$ cat src/cmtc_regs.svh
// Register offsets, field positions and reset values of the capture/match timer.
`ifndef CMTC_REGS_SVH
`define CMTC_REGS_SVH
`define CMTC_OFF_CTRL 12'h000
`define CMTC_OFF_COUNT 12'h004
`define CMTC_OFF_PRESC 12'h008
`define CMTC_OFF_PCNT 12'h00C
`define CMTC_OFF_MCTRL 12'h010
`define CMTC_OFF_CCTRL 12'h014
`define CMTC_OFF_OUTS 12'h018
`define CMTC_OFF_IRQ_STAT 12'h01C
`define CMTC_OFF_IRQ_MASK 12'h020
`define CMTC_OFF_MATCH0 12'h040
`define CMTC_OFF_CAP0 12'h060
`define CMTC_CTRL_EN 0
`define CMTC_CTRL_CNTMODE 1
`define CMTC_CTRL_CRST 2
`define CMTC_CTRL_CEDGE 4
`define CMTC_CTRL_RESET 32'h0000_0000
`define CMTC_MATCH_RESET 32'h0000_0000
`define CMTC_SYNC_STAGES 2
`endif

$ cat src/cmtc_pkg.sv
// Types shared by the capture/match timer files.
package cmtc_pkg;
  typedef enum logic [1:0] {CMTC_ACT_NONE, CMTC_ACT_LOW, CMTC_ACT_HIGH, CMTC_ACT_TOGGLE} cmtc_act_e;
  typedef enum logic [1:0] {CMTC_EDGE_OFF, CMTC_EDGE_RISE, CMTC_EDGE_FALL, CMTC_EDGE_BOTH} cmtc_edge_e;
  typedef logic [31:0] cmtc_word_t;
endpackage : cmtc_pkg

$ cat src/cmtc_sync_edge.sv
// Two-stage synchroniser with rise and fall detection, one per input bit.
`timescale 1ns/10ps
`default_nettype none
module cmtc_sync_edge #(
  parameter int WIDTH = 5
) (
  input wire logic clk_i, // System clock.
  input wire logic rst_i, // Asynchronous reset, high.
  input wire logic [WIDTH-1:0] async_i, // Raw inputs.
  output logic [WIDTH-1:0] level_o, // Synchronised level.
  output logic [WIDTH-1:0] rise_o, // One-cycle rise pulse.
  output logic [WIDTH-1:0] fall_o // One-cycle fall pulse.
);
  import cmtc_pkg::*;
  logic [WIDTH-1:0] s1_q, s1_d; // First stage, read only by the second.
  logic [WIDTH-1:0] s2_q, s2_d; // Second stage.
  logic [WIDTH-1:0] s3_q, s3_d; // Delayed copy for edges.
  // Compute next stage values.
  always_comb begin
    s1_d = async_i;
    s2_d = s1_q;
    s3_d = s2_q;
  end
  // Register the stages.
  always_ff @(posedge clk_i or posedge rst_i) begin
    if (rst_i) begin
      s1_q <= '0;
      s2_q <= '0;
      s3_q <= '0;
    end else begin
      s1_q <= s1_d;
      s2_q <= s2_d;
      s3_q <= s3_d;
    end
  end
  // Edges come from the settled stages only.
  assign level_o = s2_q;
  assign rise_o = s2_q & ~s3_q;
  assign fall_o = ~s2_q & s3_q;
endmodule : cmtc_sync_edge
`default_nettype wire

$ cat src/cmtc_prescaler.sv
// Prescaler that issues one count tick each time it reaches its terminal value.
`timescale 1ns/10ps
`default_nettype none
module cmtc_prescaler #(
  parameter int WIDTH = 32
) (
  input wire logic clk_i, // System clock.
  input wire logic rst_i, // Asynchronous reset, high.
  input wire logic clr_i, // Restart from zero.
  input wire logic step_i, // One source event.
  input wire logic [WIDTH-1:0] term_i, // Terminal value.
  output logic [WIDTH-1:0] count_o, // Current prescale count.
  output logic tick_o // One-cycle count tick.
);
  import cmtc_pkg::*;
  logic [WIDTH-1:0] pc_q, pc_d; // Prescale counter.
  // Advance, wrap to zero at the terminal value.
  always_comb begin
    pc_d = pc_q;
    tick_o = 1'b0;
    if (clr_i) begin
      pc_d = '0;
    end else if (step_i) begin
      // wrap and tick
      if (pc_q >= term_i) begin
        pc_d = '0;
        tick_o = 1'b1;
      end else begin
        pc_d = pc_q + 1'b1;
      end
    end
  end
  // Register the prescale count.
  always_ff @(posedge clk_i or posedge rst_i) begin
    if (rst_i) begin
      pc_q <= '0;
    end else begin
      pc_q <= pc_d;
    end
  end
  assign count_o = pc_q;
endmodule : cmtc_prescaler
`default_nettype wire

$ cat src/cmtc_timer.sv
// Capture/match timer/counter top with its AXI4-Lite register slave.
// Contract
// Timer or external-clock counter mode selectable.
// 32-bit count gated by 32-bit prescaler.
// Four 32-bit match values compared to count.
// Continuous mode keeps counting, optional interrupt.
// Stop mode halts counter, optional interrupt.
// Reset mode zeroes counter, optional interrupt.
// Four captures latch count on input edge.
// Capture raises interrupt when enabled.
// Match output: low, high, toggle, none.
// Count advances at prescaler terminal, restarts.
// External inputs synchronised before edge detection.
`timescale 1ns/10ps
`default_nettype none
`include "cmtc_regs.svh"
module cmtc_timer #(
  parameter int N_MATCH = 4,
  parameter int N_CAP = 4
) (
  input wire logic CORE_CLK, // System clock, 125 MHz.
  input wire logic RESET, // Asynchronous reset, high.
  input wire logic [11:0] S_AXI_AWADDR, // Write address.
  input wire logic S_AXI_AWVALID, // Write address valid.
  output logic S_AXI_AWREADY, // Write address ready.
  input wire logic [31:0] S_AXI_WDATA, // Write data.
  input wire logic [3:0] S_AXI_WSTRB, // Write byte strobes.
  input wire logic S_AXI_WVALID, // Write data valid.
  output logic S_AXI_WREADY, // Write data ready.
  output logic [1:0] S_AXI_BRESP, // Write response.
  output logic S_AXI_BVALID, // Write response valid.
  input wire logic S_AXI_BREADY, // Write response ready.
  input wire logic [11:0] S_AXI_ARADDR, // Read address.
  input wire logic S_AXI_ARVALID, // Read address valid.
  output logic S_AXI_ARREADY, // Read address ready.
  output cmtc_pkg::cmtc_word_t S_AXI_RDATA, // Read data.
  output logic [1:0] S_AXI_RRESP, // Read response.
  output logic S_AXI_RVALID, // Read data valid.
  input wire logic S_AXI_RREADY, // Read data ready.
  input wire logic COUNT_CLK, // External count clock.
  input wire logic [N_CAP-1:0] CAP_IN, // Capture inputs.
  output logic [N_MATCH-1:0] MATCH_OUT, // Match output pins.
  output logic IRQ // Level interrupt.
);
  import cmtc_pkg::*;
  localparam int NI = N_MATCH + N_CAP; // Interrupt sources.
  // Refuse sizes the register map cannot hold.
  if (N_MATCH < 1 || N_MATCH > 4 || N_CAP < 1 || N_CAP > 4) begin : g_bad
    $error("cmtc_timer supports one to four match and capture channels.");
  end

  // Register state.
  logic [31:0] ctrl_q, ctrl_d; // Enable, mode, reset, capture edges.
  cmtc_word_t tc_q, tc_d; // Timer count.
  cmtc_word_t presc_q, presc_d; // Prescale terminal.
  logic [11:0] mctrl_q, mctrl_d; // Per match: irq, reset, stop.
  logic [7:0] cctrl_q, cctrl_d; // Per match output action.
  logic [NI-1:0] stat_q, stat_d; // Sticky interrupt flags.
  logic [NI-1:0] mask_q, mask_d; // Interrupt mask.
  logic [N_MATCH-1:0] mo_q, mo_d; // Match pin state.
  cmtc_word_t mr_q [N_MATCH]; // Match values.
  cmtc_word_t mr_d [N_MATCH];
  cmtc_word_t cr_q [N_CAP]; // Capture values.
  cmtc_word_t cr_d [N_CAP];
  // Bus state.
  logic aw_q, aw_d, w_q, w_d, b_q, b_d, r_q, r_d;
  logic [11:0] awa_q, awa_d;
  cmtc_word_t wd_q, wd_d, rd_q, rd_d;
  logic [3:0] ws_q, ws_d;
  logic [1:0] br_q, br_d, rr_q, rr_d;

  // Synchronised external inputs.
  logic [N_CAP:0] sy_lvl, sy_rise, sy_fall;
  cmtc_word_t pcount;
  logic tick, step, run;
  logic [N_MATCH-1:0] hit;
  logic [N_CAP-1:0] cap_ev;
  logic wr_go, rd_go;
  cmtc_word_t wmask;

  // synchronise inputs
  cmtc_sync_edge #(.WIDTH(N_CAP + 1)) u_sync (
    .clk_i(CORE_CLK),
    .rst_i(RESET),
    .async_i({CAP_IN, COUNT_CLK}),
    .level_o(sy_lvl),
    .rise_o(sy_rise),
    .fall_o(sy_fall)
  );

  // source select
  assign run = ctrl_q[`CMTC_CTRL_EN] & ~ctrl_q[`CMTC_CTRL_CRST];
  assign step = run & (ctrl_q[`CMTC_CTRL_CNTMODE] ? sy_rise[0] : 1'b1);

  // prescaler gating
  cmtc_prescaler #(.WIDTH(32)) u_pre (
    .clk_i(CORE_CLK),
    .rst_i(RESET),
    .clr_i(ctrl_q[`CMTC_CTRL_CRST]),
    .step_i(step),
    .term_i(presc_q),
    .count_o(pcount),
    .tick_o(tick)
  );

  // Per channel match compare and capture edge select.
  for (genvar i = 0; i < N_MATCH; i++) begin : g_match
    // match compare
    assign hit[i] = tick & (tc_q == mr_q[i]);
  end
  for (genvar i = 0; i < N_CAP; i++) begin : g_cap
    // edge selection
    assign cap_ev[i] = (ctrl_q[`CMTC_CTRL_CEDGE + 2*i] & sy_rise[i+1]) |
                       (ctrl_q[`CMTC_CTRL_CEDGE + 2*i + 1] & sy_fall[i+1]);
  end

  // Bus handshakes; write fires once address and data are both held.
  assign S_AXI_AWREADY = ~aw_q & ~b_q;
  assign S_AXI_WREADY = ~w_q & ~b_q;
  assign S_AXI_ARREADY = ~r_q;
  assign wr_go = aw_q & w_q & ~b_q;
  assign rd_go = S_AXI_ARVALID & ~r_q;
  assign wmask = {{8{ws_q[3]}}, {8{ws_q[2]}}, {8{ws_q[1]}}, {8{ws_q[0]}}};

  // Next state of the core and register file.
  always_comb begin
    logic ok;
    cmtc_word_t nv;
    ok = 1'b0;
    nv = '0;
    ctrl_d = ctrl_q;
    tc_d = tc_q;
    presc_d = presc_q;
    mctrl_d = mctrl_q;
    cctrl_d = cctrl_q;
    stat_d = stat_q;
    mask_d = mask_q;
    mo_d = mo_q;
    mr_d = mr_q;
    cr_d = cr_q;
    aw_d = aw_q | (S_AXI_AWVALID & S_AXI_AWREADY);
    w_d = w_q | (S_AXI_WVALID & S_AXI_WREADY);
    awa_d = (S_AXI_AWVALID & S_AXI_AWREADY) ? S_AXI_AWADDR : awa_q;
    wd_d = (S_AXI_WVALID & S_AXI_WREADY) ? S_AXI_WDATA : wd_q;
    ws_d = (S_AXI_WVALID & S_AXI_WREADY) ? S_AXI_WSTRB : ws_q;
    b_d = b_q & ~S_AXI_BREADY;
    br_d = br_q;
    r_d = r_q & ~S_AXI_RREADY;
    rd_d = rd_q;
    rr_d = rr_q;
    // Counter: hold in reset, else advance on tick.
    if (ctrl_q[`CMTC_CTRL_CRST]) begin
      tc_d = '0;
    end else if (tick) begin
      // count on tick
      tc_d = tc_q + 32'h0000_0001;
    end
    // Match actions; reset wins over continue, and stop still clears the enable alongside it.
    for (int i = 0; i < N_MATCH; i++) begin
      if (hit[i]) begin
        // optional match interrupt
        if (mctrl_q[3*i]) stat_d[i] = 1'b1;
        // reset on match
        if (mctrl_q[3*i+1]) tc_d = '0;
        // stop on match
        if (mctrl_q[3*i+2]) ctrl_d[`CMTC_CTRL_EN] = 1'b0;
        // output action
        unique case (cmtc_act_e'(cctrl_q[2*i +: 2]))
          CMTC_ACT_LOW: mo_d[i] = 1'b0;
          CMTC_ACT_HIGH: mo_d[i] = 1'b1;
          CMTC_ACT_TOGGLE: mo_d[i] = ~mo_q[i];
          CMTC_ACT_NONE: mo_d[i] = mo_q[i];
        endcase
      end
    end
    // Register write.
    if (wr_go) begin
      ok = 1'b1;
      nv = (wd_q & wmask);
      unique case (awa_q)
        `CMTC_OFF_CTRL: ctrl_d = (ctrl_q & ~wmask) | nv;
        `CMTC_OFF_COUNT: tc_d = (tc_q & ~wmask) | nv;
        `CMTC_OFF_PRESC: presc_d = (presc_q & ~wmask) | nv;
        `CMTC_OFF_MCTRL: mctrl_d = 12'((mctrl_q & ~wmask[11:0]) | nv[11:0]);
        `CMTC_OFF_CCTRL: cctrl_d = (cctrl_q & ~wmask[7:0]) | nv[7:0];
        `CMTC_OFF_OUTS: mo_d = N_MATCH'((mo_q & ~wmask[N_MATCH-1:0]) | nv[N_MATCH-1:0]);
        `CMTC_OFF_IRQ_MASK: mask_d = NI'((mask_q & ~wmask[NI-1:0]) | nv[NI-1:0]);
        default: begin
          ok = 1'b0;
          for (int i = 0; i < N_MATCH; i++) begin
            if (awa_q == 12'(`CMTC_OFF_MATCH0 + 4*i)) begin
              mr_d[i] = (mr_q[i] & ~wmask) | nv;
              ok = 1'b1;
            end
          end
        end
      endcase
      aw_d = 1'b0;
      w_d = 1'b0;
      b_d = 1'b1;
      br_d = ok ? 2'b00 : 2'b10;
    end
    // Register read; reading the status clears it.
    if (rd_go) begin
      ok = 1'b1;
      rd_d = '0;
      unique case (S_AXI_ARADDR)
        `CMTC_OFF_CTRL: rd_d = ctrl_q;
        `CMTC_OFF_COUNT: rd_d = tc_q;
        `CMTC_OFF_PRESC: rd_d = presc_q;
        `CMTC_OFF_PCNT: rd_d = pcount;
        `CMTC_OFF_MCTRL: rd_d = 32'(mctrl_q);
        `CMTC_OFF_CCTRL: rd_d = 32'(cctrl_q);
        `CMTC_OFF_OUTS: rd_d = 32'(mo_q);
        `CMTC_OFF_IRQ_MASK: rd_d = 32'(mask_q);
        `CMTC_OFF_IRQ_STAT: begin
          rd_d = 32'(stat_q);
          stat_d = '0;
        end
        default: begin
          ok = 1'b0;
          for (int i = 0; i < N_MATCH; i++) begin
            if (S_AXI_ARADDR == 12'(`CMTC_OFF_MATCH0 + 4*i)) begin
              rd_d = mr_q[i];
              ok = 1'b1;
            end
          end
          for (int i = 0; i < N_CAP; i++) begin
            if (S_AXI_ARADDR == 12'(`CMTC_OFF_CAP0 + 4*i)) begin
              rd_d = cr_q[i];
              ok = 1'b1;
            end
          end
        end
      endcase
      r_d = 1'b1;
      rr_d = ok ? 2'b00 : 2'b10;
    end
    // Events set flags last, so a set beats a read clear.
    for (int i = 0; i < N_MATCH; i++) begin
      if (hit[i] && mctrl_q[3*i]) stat_d[i] = 1'b1;
    end
    for (int i = 0; i < N_CAP; i++) begin
      if (cap_ev[i]) begin
        // latch count
        cr_d[i] = tc_q;
        // capture interrupt
        if (ctrl_q[`CMTC_CTRL_CEDGE + 8 + i]) stat_d[N_MATCH + i] = 1'b1;
      end
    end
  end

  // Register all state.
  always_ff @(posedge CORE_CLK or posedge RESET) begin
    if (RESET) begin
      ctrl_q <= `CMTC_CTRL_RESET;
      tc_q <= '0;
      presc_q <= '0;
      mctrl_q <= '0;
      cctrl_q <= '0;
      stat_q <= '0;
      mask_q <= '0;
      mo_q <= '0;
      for (int i = 0; i < N_MATCH; i++) mr_q[i] <= `CMTC_MATCH_RESET;
      for (int i = 0; i < N_CAP; i++) cr_q[i] <= '0;
      aw_q <= 1'b0;
      w_q <= 1'b0;
      b_q <= 1'b0;
      r_q <= 1'b0;
      awa_q <= '0;
      wd_q <= '0;
      ws_q <= '0;
      br_q <= '0;
      rd_q <= '0;
      rr_q <= '0;
    end else begin
      ctrl_q <= ctrl_d;
      tc_q <= tc_d;
      presc_q <= presc_d;
      mctrl_q <= mctrl_d;
      cctrl_q <= cctrl_d;
      stat_q <= stat_d;
      mask_q <= mask_d;
      mo_q <= mo_d;
      mr_q <= mr_d;
      cr_q <= cr_d;
      aw_q <= aw_d;
      w_q <= w_d;
      b_q <= b_d;
      r_q <= r_d;
      awa_q <= awa_d;
      wd_q <= wd_d;
      ws_q <= ws_d;
      br_q <= br_d;
      rd_q <= rd_d;
      rr_q <= rr_d;
    end
  end

  // Drive outputs from registers.
  assign S_AXI_BVALID = b_q;
  assign S_AXI_BRESP = br_q;
  assign S_AXI_RVALID = r_q;
  assign S_AXI_RDATA = rd_q;
  assign S_AXI_RRESP = rr_q;
  assign MATCH_OUT = mo_q;
  assign IRQ = |(stat_q & mask_q);
endmodule : cmtc_timer
`default_nettype wire

$ cat config.mk
export PLATFORM = sky130hd
export DESIGN_NAME = cmtc_timer
export DESIGN_NICKNAME = d
export VERILOG_FILES = /design/src/cmtc_pkg.sv /design/src/cmtc_sync_edge.sv /design/src/cmtc_prescaler.sv /design/src/cmtc_timer.sv
export VERILOG_INCLUDE_DIRS = /design/src
export SDC_FILE = /design/constraint.sdc
export NUM_CORES = 1
export LEC_CHECK = 0
export ABC_CLOCK_PERIOD_IN_PS = 21000
export BUFFER_PORTS_ARGS = -buffer_cell sky130_fd_sc_hd__buf_2
export CELL_PAD_IN_SITES_DETAIL_PLACEMENT = 0
export CELL_PAD_IN_SITES_GLOBAL_PLACEMENT = 1
export CORE_MARGIN = 2
export CORE_UTILIZATION = 52
export CTS_BUF_LIST = sky130_fd_sc_hd__clkbuf_8
export CTS_CLUSTER_DIAMETER = 60
export DETAILED_ROUTE_END_ITERATION = 10
export PLACE_DENSITY_LB_ADDON = 0.1
export SLEW_MARGIN = 40
export SYNTH_ARGS = -nofsm -noshare
export SYNTH_HDL_FRONTEND = slang
export SYNTH_SLANG_ARGS = --single-unit
export TNS_END_PERCENT = 100
$ cat constraint.sdc
create_clock -name CORE_CLK -period 21 [get_ports CORE_CLK]
set_input_delay 2.1 -clock CORE_CLK [delete_from_list [all_inputs] [get_ports CORE_CLK]]
set_output_delay 2.1 -clock CORE_CLK [all_outputs]
set_load 0.05 [all_outputs]
# Yosys cells after proc, flatten, opt, wreduce, memory -nomap -nowiden
# Index checks and enable logic that the tools add are counted.
[totals] register_bits=527 latchBits=0 ramBits=0 mem_bits_ro=0 output_inout_bits=46 wordCells=264 memories=0
[classes] addsub=2 n_mul=0 div=0 order_cmp=1 eq_ne=42 shifts=0 muxes=92 bitwise=73 n_reduce_logical=23
[ops] operator="32-bit two-way mux" count=23
[ops] operator="32-bit one-hot mux with 9 select lines" count=1
[ops] operator="32-bit bitwise AND" count=8
[ops] operator="32-bit OR" count=7
[ops] operator="12-bit by 7-bit == test with 1-bit output, second input constant" count=12
[ops] operator="32-bit == test" count=4
[ops] operator="12-bit by 5-bit == test with 1-bit output, second input constant" count=7
[ops] operator="32-bit by 1-bit adder with 32-bit output, second input constant" count=2
[ops] operator="1-bit two-way mux" count=58
[ops] operator="12-bit by 4-bit == test with 1-bit output, second input constant" count=3
[ops] operator="32-bit >= comparator" count=1
[ops] operator="32-bit inverter" count=1
[ops] operator="8-bit bitwise AND" count=3
[ops] operator="12-bit by 3-bit == test with 1-bit output, second input constant" count=2
[ops] operator="12-bit by 6-bit == test with 1-bit output, second input constant" count=2
[ops] operator="12-bit logical NOT" count=2
[ops] operator="1-bit bitwise AND" count=23
[ops] operator="2-bit == test, second input constant" count=8
[ops] operator="8-bit two-way mux" count=2
[ops] operator="8-bit OR" count=2
[ops] operator="1-bit one-hot mux with 4 select lines" count=4
[ops] operator="12-bit bitwise AND" count=1
[ops] operator="1-bit inverter" count=12
[ops] operator="12-bit inverter" count=1
[ops] operator="19 further kinds" count=44

# Longest topological paths before layout
# Gate-level depths: netlist (run 1).
[depth] depth_word=18 depth_mapped=12

# Hierarchy
# Synthesis (run 1) repeated with hierarchy kept, for this count alone.
[hier_totals] cells_unflattened=2525 hier_area_um2=27428.8
[modules_own_cells] module="cmtc_timer" instances=1 cells_per_inst=2146 area_per_inst_um2=24058.1 seq_area_each_um2=11961.5
[modules_own_cells] module="cmtc_prescaler" instances=1 cells_per_inst=353 area_per_inst_um2=2904.0 seq_area_each_um2=800.8
[modules_own_cells] module="cmtc_sync_edge" instances=1 cells_per_inst=26 area_per_inst_um2=466.7 seq_area_each_um2=375.4

# Worst setup path after synthesis (run 1)
# OpenSTA, ideal clock, no wires.
[synth_path] path_kind="input port to flip-flop" startpoint="in S_AXI_ARADDR[11]" endpoint="reg rd_q[10], in the netlist S_AXI_RDATA[10]" setup_ns=0.095 arrival_ns=4.247 slack_ns=16.658 cell_stages=8 n_path_buf=2 path_cell_list="or4_4 > or4b_4 > buf_6 > nor2_4 > clkbuf_1 > a21oi_1 > and3_1 > o31ai_1"
[synth_between] elab_chain_cells=10
[synth_rtl] item="start: declaration" line="cmtc_timer.sv:33" text="input wire logic [11:0] S_AXI_ARADDR,"
[synth_rtl] item="12-bit by 7-bit == test with 1-bit output" line="cmtc_timer.sv:223" text="if (S_AXI_ARADDR == 12'(`CMTC_OFF_MATCH0 + 4*i)) begin"
[synth_rtl] item="32-bit two-way mux (4 in series)" line="cmtc_timer.sv:223"
[synth_rtl] item="32-bit two-way mux (4 in series)" line="cmtc_timer.sv:229" text="if (S_AXI_ARADDR == 12'(`CMTC_OFF_CAP0 + 4*i)) begin"
[synth_rtl] item="32-bit one-hot mux with 9 select lines (*)" line="cmtc_timer.sv:207" text="unique case (S_AXI_ARADDR)"
[synth_rtl] item="end signal: assignment" line="cmtc_timer.sv:295" text="rd_q <= rd_d;"
[synth_rtl] item="end: declaration" line="cmtc_timer.sv:68" text="cmtc_word_t wd_q, wd_d, rd_q, rd_d;"
# Every way passes the cells marked *; elsewhere a longest branch is shown, timed or not.
# A chain may end at the register's enable or synchronous reset.

# Final worst setup path (run 1)
[layout_path] startpoint="in S_AXI_ARADDR[11]" endpoint="reg rd_q[17], in the netlist S_AXI_RDATA[17]"
# The elaborated chain is that of the path after synthesis.

==> out/results.ini, run 1 <==
[clocking]
cts_htree_levels = 3
cts_resized = 0
cts_buffers = 91
cts_hold_buffers = 0
clock-sinks = 525
clockBufferDepth = 3
insertion_delay_ns = 0.72
cts_root_buffer = clkbuf_8
cts_setup_buffers = 0
cts.clk_slew.worst_paths_ns = 0.06
cts_tree = done

[critical_path]
cpPeakStageDelay_ns = 0.57
path_class = primary input to register
path_buf_inv = 2
worstSetupEndpointType = register
slowest_stage = or4_4
cp.arrival_ns = 5.37
critPathMaxFanout = 17
required_ns = 21.63
crit_family = simple AND/OR/NAND/NOR gates
start_kind = primary input
crit_chain = buf_2 -> or4_4 -> nor4_2 -> nand3b_1 -> nor2_2 -> buf_4 -> a221o_1 -> a221oi_1 -> a2111oi_0 -> a21o_1

[yosys]
syn_area_per_cell_um2 = 11.29
yosys-top-cells-count = 525 x dfrtp_1, 397 x mux2_2, 158 x nand2_1
synthMuxAreaShare_pct = 18.82
synth_most_common_cell = dfrtp_1
ys_types = 74
netlist_area_um2 = 26510
synth_top_area_share_pct = 49.56
yosysTopAreaCell = dfrtp_1
yosys_warnings = 0
ys_seq_elements = 525
synthTopCellsByArea = dfrtp_1 50%, mux2_2 17%, xor2_1 4.6%
synthCells = 2347
synth_top_family_by_area = multiplexers
synth_edf_count = 0
yosys_most_used_dff = dfrtp_1
synth_xor_xnor_area_share_pct = 4.890
synth-simple-area-share_pct = 9.790
async_flop_share_pct = 100.0
yosysSeqAreaShare_pct = 49.56
synth_compound_area_share_pct = 12.07
synthAdderAreaFrac_pct = 1.605

[place]
dpl.cell_count = 3022
dp_hpwl_um = 68880
pre_cts_ws_ns = 15.68
routabilityCongestion = 1.017
port_buffers = 115

[routing]
drcViolationCount = 0
routed_wl_um = 97620
detail_route.wl_per_cell_um = 30.60
drt_iter0_markers = 2517
routed-via-count = 21107
viasPerCell = 6.617
dr.pass1.iters = 7
ant_nets = 0

[layout]
fin_nets = 2550
final_layout_size_suffix_gt1_share_pct = 29.53
final_cells = 3190
final_util_pct = 59.04
n_fill_cell = 4313
syn_to_final_growth_pct = 11.97

[floorplanning]
start_util_pct = 52.73
die-area_um2 = 52800
core_um2 = 50270
dieHeight_um = 229.8
rows = 82
ios = 118
die_w_um = 229.8

[power]
powerDensity_nw_per_um2 = 86.65
power_frac_comb_pct = 13.5
p_int_mw = 1.719
pwr-share-seq_pct = 49.7
clkPwrFrac_pct = 36.8
vdd_ir_drop_max_v = 0.00007503
p_sw_share_pct = 33.17
p_sw_uw = 853.0
p_leak_nw = 14.67

[sta]
tightest_slew_ns = 0.9093
fin_crit_ns = 4.738
worst_slack_ns = 16.26
finalSetupViolations = 0
finalMaxSlewViolations = 0
clock_skew_ns = 0.05254
fmax_mhz = 211.1
grt_setup_unrepaired = false
hold_viol = 0
maxSlewHeadroom_pct = 39.11
setup_tns_ns = 0
finalCritPeriodShare_pct = 22.56

[run]
max_cap_violations = 0

[global_routing]
grt.total_usage_pct = 37.22
antenna_found_initial = 0
grt_pass1_vias = 21124
grt_start_max_net_pins = 137
grt_pass1_wl_um = 143700
grt_overflow = 0

[status]
outcome = finished clean

[min_path]
hp-class = register to register

-- routing by layer --
| layer | global-route usage (%) | share of wire, % | vias to the layer above | wire [um] |
|---|---|---|---|---|
| li1 | - | - | 8831 | - |
| met1 | 50.06 | 40 | 10788 | 39080 |
| met2 | 55.29 | 44 | 1201 | 42990 |
| met3 | 10.12 | 10 | 287 | 9930 |
| met4 | 19.44 | 5.8 | 0 | 5615 |
| met5 | 0 | 0 | - | 0 |
-- layout by cell type (no fill, tap or decap), drive strengths merged, types with 15 or more instances in the layout --
cell / n
o22ai: 22
mux2: 399
buf: 163
a31oi: 24
and3: 23
inv: 94
clkbuf: 114
nor4: 43
mux2i: 36
a221oi: 46
nand3: 55
xor2: 139
a21oi: 63
nor3: 22
o211ai: 15
o21ai: 104
ha: 34
nand2: 158
a22oi: 53
a22o: 45
dfrtp: 525
nor2: 117
nand4: 33
-- worst reg2reg max path, cell delays in order, from the launching register on --
cell and delay [ns]:
dfrtp_1 0.75, xor2_1 0.31, nor4_1 0.66, nand4_1 0.39
nor2_1 0.73, a22o_1 0.30, nor4_4 0.09, buf_4 0.22
a41oi_1 0.22, o21ai_0 0.12
-- path summary, 6_finish.rpt --
path,from,endpoint,slack [ns],cells after the start
max,S_AXI_ARADDR[11],S_AXI_RDATA[17],16.26,10
min,u_sync.s1_q[4],u_sync.level_o[4],0.34,0
max reg2reg,register,register,17.04,9
min reg2reg,u_sync.s1_q[4],u_sync.level_o[4],0.34,0
max in group asynchronous,RESET,u_pre.count_o[17],17.10,5
min in group asynchronous,RESET,awa_q[8],1.51,2
-- logic make-up after synthesis --
| kind of cell | Yosys count |
|---|---|
| flops | 525 |
| simple gates | 521 |
| compound gates | 462 |
| mux | 441 |
| buf+inv | 215 |
| xor+xnor | 148 |
| fa+ha+maj | 34 |
| other cells | 1 |
-- layout make-up --
class	count	area, um^2	share of cell area (%)
Antenna cell	2	5.005	0.01686
Clock buffer	114	1569	5.286
Clock inverter	51	276.5	0.9317
Inverter	55	219.0	0.7377
Multi-Input combinational cell	1608	12660	42.66
Sequential cell	525	13140	44.26
Tap cell	672	840.8	2.833
Timing Repair Buffer	163	969.7	3.267
-- power by group through the flow --
stage | registers [mW] | clock network (mW) | logic (mW)
floorplan | 1.19 | 0 | 0.244
global placement | 1.28 | 0 | 0.336
detailed placement | 1.29 | 0 | 0.342
CTS | 1.27 | 0.961 | 0.344
global route | 1.28 | 1.01 | 0.371
finish | 1.28 | 0.947 | 0.347
-- stage by stage --
step	total power, mW	hold slack (ns)	cell area (um^2)
2_1_floorplan	1.429	0.3312	26510
3_3_place_gp	1.620	0.3321	27710
3_5_place_dp	1.629	0.3347	27800
4_1_cts	2.574	0.3422	29650
5_1_grt	2.662	0.3561	29670
6_report	2.572	0.3397	29680
Note: power is estimated with default switching activity, not from simulation.
==> run 2: changes to the inputs <==
ABC_CLOCK_PERIOD_IN_PS = 4600   (was 21000)
clock period = 4.6 ns   (was 21 ns; I/O delays follow)
==> out/results.ini, run 2 (same netlist as run 1, synthesis figures left out) <==
[place]
routabilityCongestion = 1.005
pre_cts_ws_ns = 1.024
port_buffers = 115
dp_hpwl_um = 71370

[layout]
final_layout_size_suffix_gt1_share_pct = 29.69
syn_to_final_growth_pct = 15.30
n_fill_cell = 4248
final_common_cell = dfrtp_1
fin_nets = 2642
final_cell_mix = 525 x dfrtp_1, 397 x mux2_2, 157 x nand2_1, 139 x xor2_1, 116 x buf_2

[clocking]
cts_root_buffer = clkbuf_8
cts_htree_levels = 3
clock-sinks = 525
cts_tree = done
cts.clk_slew.worst_paths_ns = 0.06
cts_buffers = 91
insertion_delay_ns = 0.70
cts_setup_buffers = 0
clockBufferDepth = 3

[critical_path]
slowest_stage = dfrtp_1
cpPeakStageDelay_ns = 0.81
start_kind = register
crit_chain = xor2_1 -> nor4_1 -> nand4_1 -> nor2_1 -> a22o_1 -> nor4_4 -> buf_4 -> a41oi_1 -> o21ai_0
cp.arrival_ns = 3.97
reg2reg_slack_ns = 1.16
path_class = register to register
rr_worst_depth = 9
critPathMaxFanout = 15
required_ns = 5.13
worstSetupEndpointType = register

[sta]
setup_tns_ns = 0
worst_slack_ns = 1.159
tightest_slew_ns = 0.8114
finalCritPeriodShare_pct = 74.81
grt_setup_unrepaired = false
maxSlewHeadroom_pct = 45.70
hold_viol = 0
fin_crit_ns = 3.441
finalMaxSlewViolations = 0
fmax_mhz = 290.6
clock_skew_ns = 0.03743
finalSetupViolations = 0

[floorplanning]
core_um2 = 50270
dieHeight_um = 229.8
die-area_um2 = 52800
ios = 118
start_util_pct = 52.73
rows = 82
die_w_um = 229.8

[routing]
routed-via-count = 21660
viasPerCell = 6.604
routed_wl_um = 100400
dr.pass1.iters = 8
drt_iter0_markers = 2276
drcViolationCount = 0
detail_route.wl_per_cell_um = 30.62
ant_nets = 0

[global_routing]
grt_overflow = 0
antenna_found_initial = 1
grt_start_max_net_pins = 147
grt_pass1_wl_um = 147600
grt_pass1_vias = 21610
grt.total_usage_pct = 38.30

[power]
powerDensity_nw_per_um2 = 386.0
p_leak_nw = 15.10
vdd_ir_drop_max_v = 0.0003440

[status]
outcome = finished clean

[run]
max_cap_violations = 0

[min_path]
hp-class = primary input to async pin

run 2: cell types whose count changed in the layout (fill, tap and decap cells not counted), moves of 5 or more:
| cell | delta |
|---|---|
| buf_12 | +9 |
| buf_4 | +30 |
| buf_6 | -5 |
| dlygate4sd3_1 | +57 |
run 2: report_power, final:
part | total, mW | internal [mW] | switching [mW]
Clock | 4.25 | 2.25 | 1.99
Combinational | 1.70 | 0.646 | 1.05
Sequential | 5.85 | 4.92 | 0.931
run 2: routing by layer:
metal	global-route usage, %	vias to the layer above	wire length [um]
met2	57.37	1230	44100
li1	-	9040	-
met1	51.69	11060	40640
met5	0	-	13
met4	20.34	2	6066
met3	9.251	328	9607
run 2: layout make-up:
| cell class | count | area (um^2) | share of cell area, % |
|---|---|---|---|
| clock buffer | 112 | 1541 | 5.044 |
| timing repair buffer | 255 | 1927 | 6.305 |
| inverter | 55 | 210.2 | 0.6878 |
| antenna | 1 | 2.502 | 0.008188 |
| sequential | 525 | 13140 | 42.99 |
| multi-input combinational | 1608 | 12640 | 41.37 |
| clock inverter | 52 | 259.0 | 0.8475 |
| tap | 672 | 840.8 | 2.751 |
run 2: through the flow:
stage | utilization (%) | hold WS (ns) | power (mW) | cells | instance area [um^2]
final | 60.79 | 0.2747 | 11.80 | 3280 | 30560
after floorplan | - | 0.3312 | 6.528 | 2348 | 26510
after CTS | 60.67 | 0.2441 | 11.77 | 3277 | 30500
after detailed placement | 55.96 | 0.3347 | 7.515 | 3056 | 28130
after global routing | 60.79 | 0.2664 | 12.18 | 3279 | 30560
after global placement | 55.80 | 0.3329 | 7.466 | 3053 | 28050
run 2: how the worst min path moves through the flow:
stage / slack, ns / depth (start not counted) / endpoint / startpoint
after floorplan: 0.33 / 0 / u_sync.level_o[0] / u_sync.s1_q[0]
after global placement: 0.33 / 0 / u_sync.level_o[2] / u_sync.s1_q[2]
after detailed placement: 0.33 / 0 / u_sync.level_o[2] / u_sync.s1_q[2]
after CTS: 0.24 / 3 / S_AXI_RVALID / S_AXI_ARVALID
after global routing: 0.27 / 3 / cr_q[90] / RESET
final: 0.27 / 3 / cr_q[90] / RESET
run 2: timing repair:
item,4_1_cts,5_1_grt
hold buffers,57,0
resized for setup,0,0
endpoints found under the hold margin,84,0
run 2: worst max-delay path, delay by kind of cell (launching register included):
family	cells	cell delay (ns)
xor gates and xnor gates	1	0.15
DFF	1	0.81
and+or+nand+nor	4	1.44
AOI/OAI and AO/OA	3	0.63
buffers and inverters	1	0.21
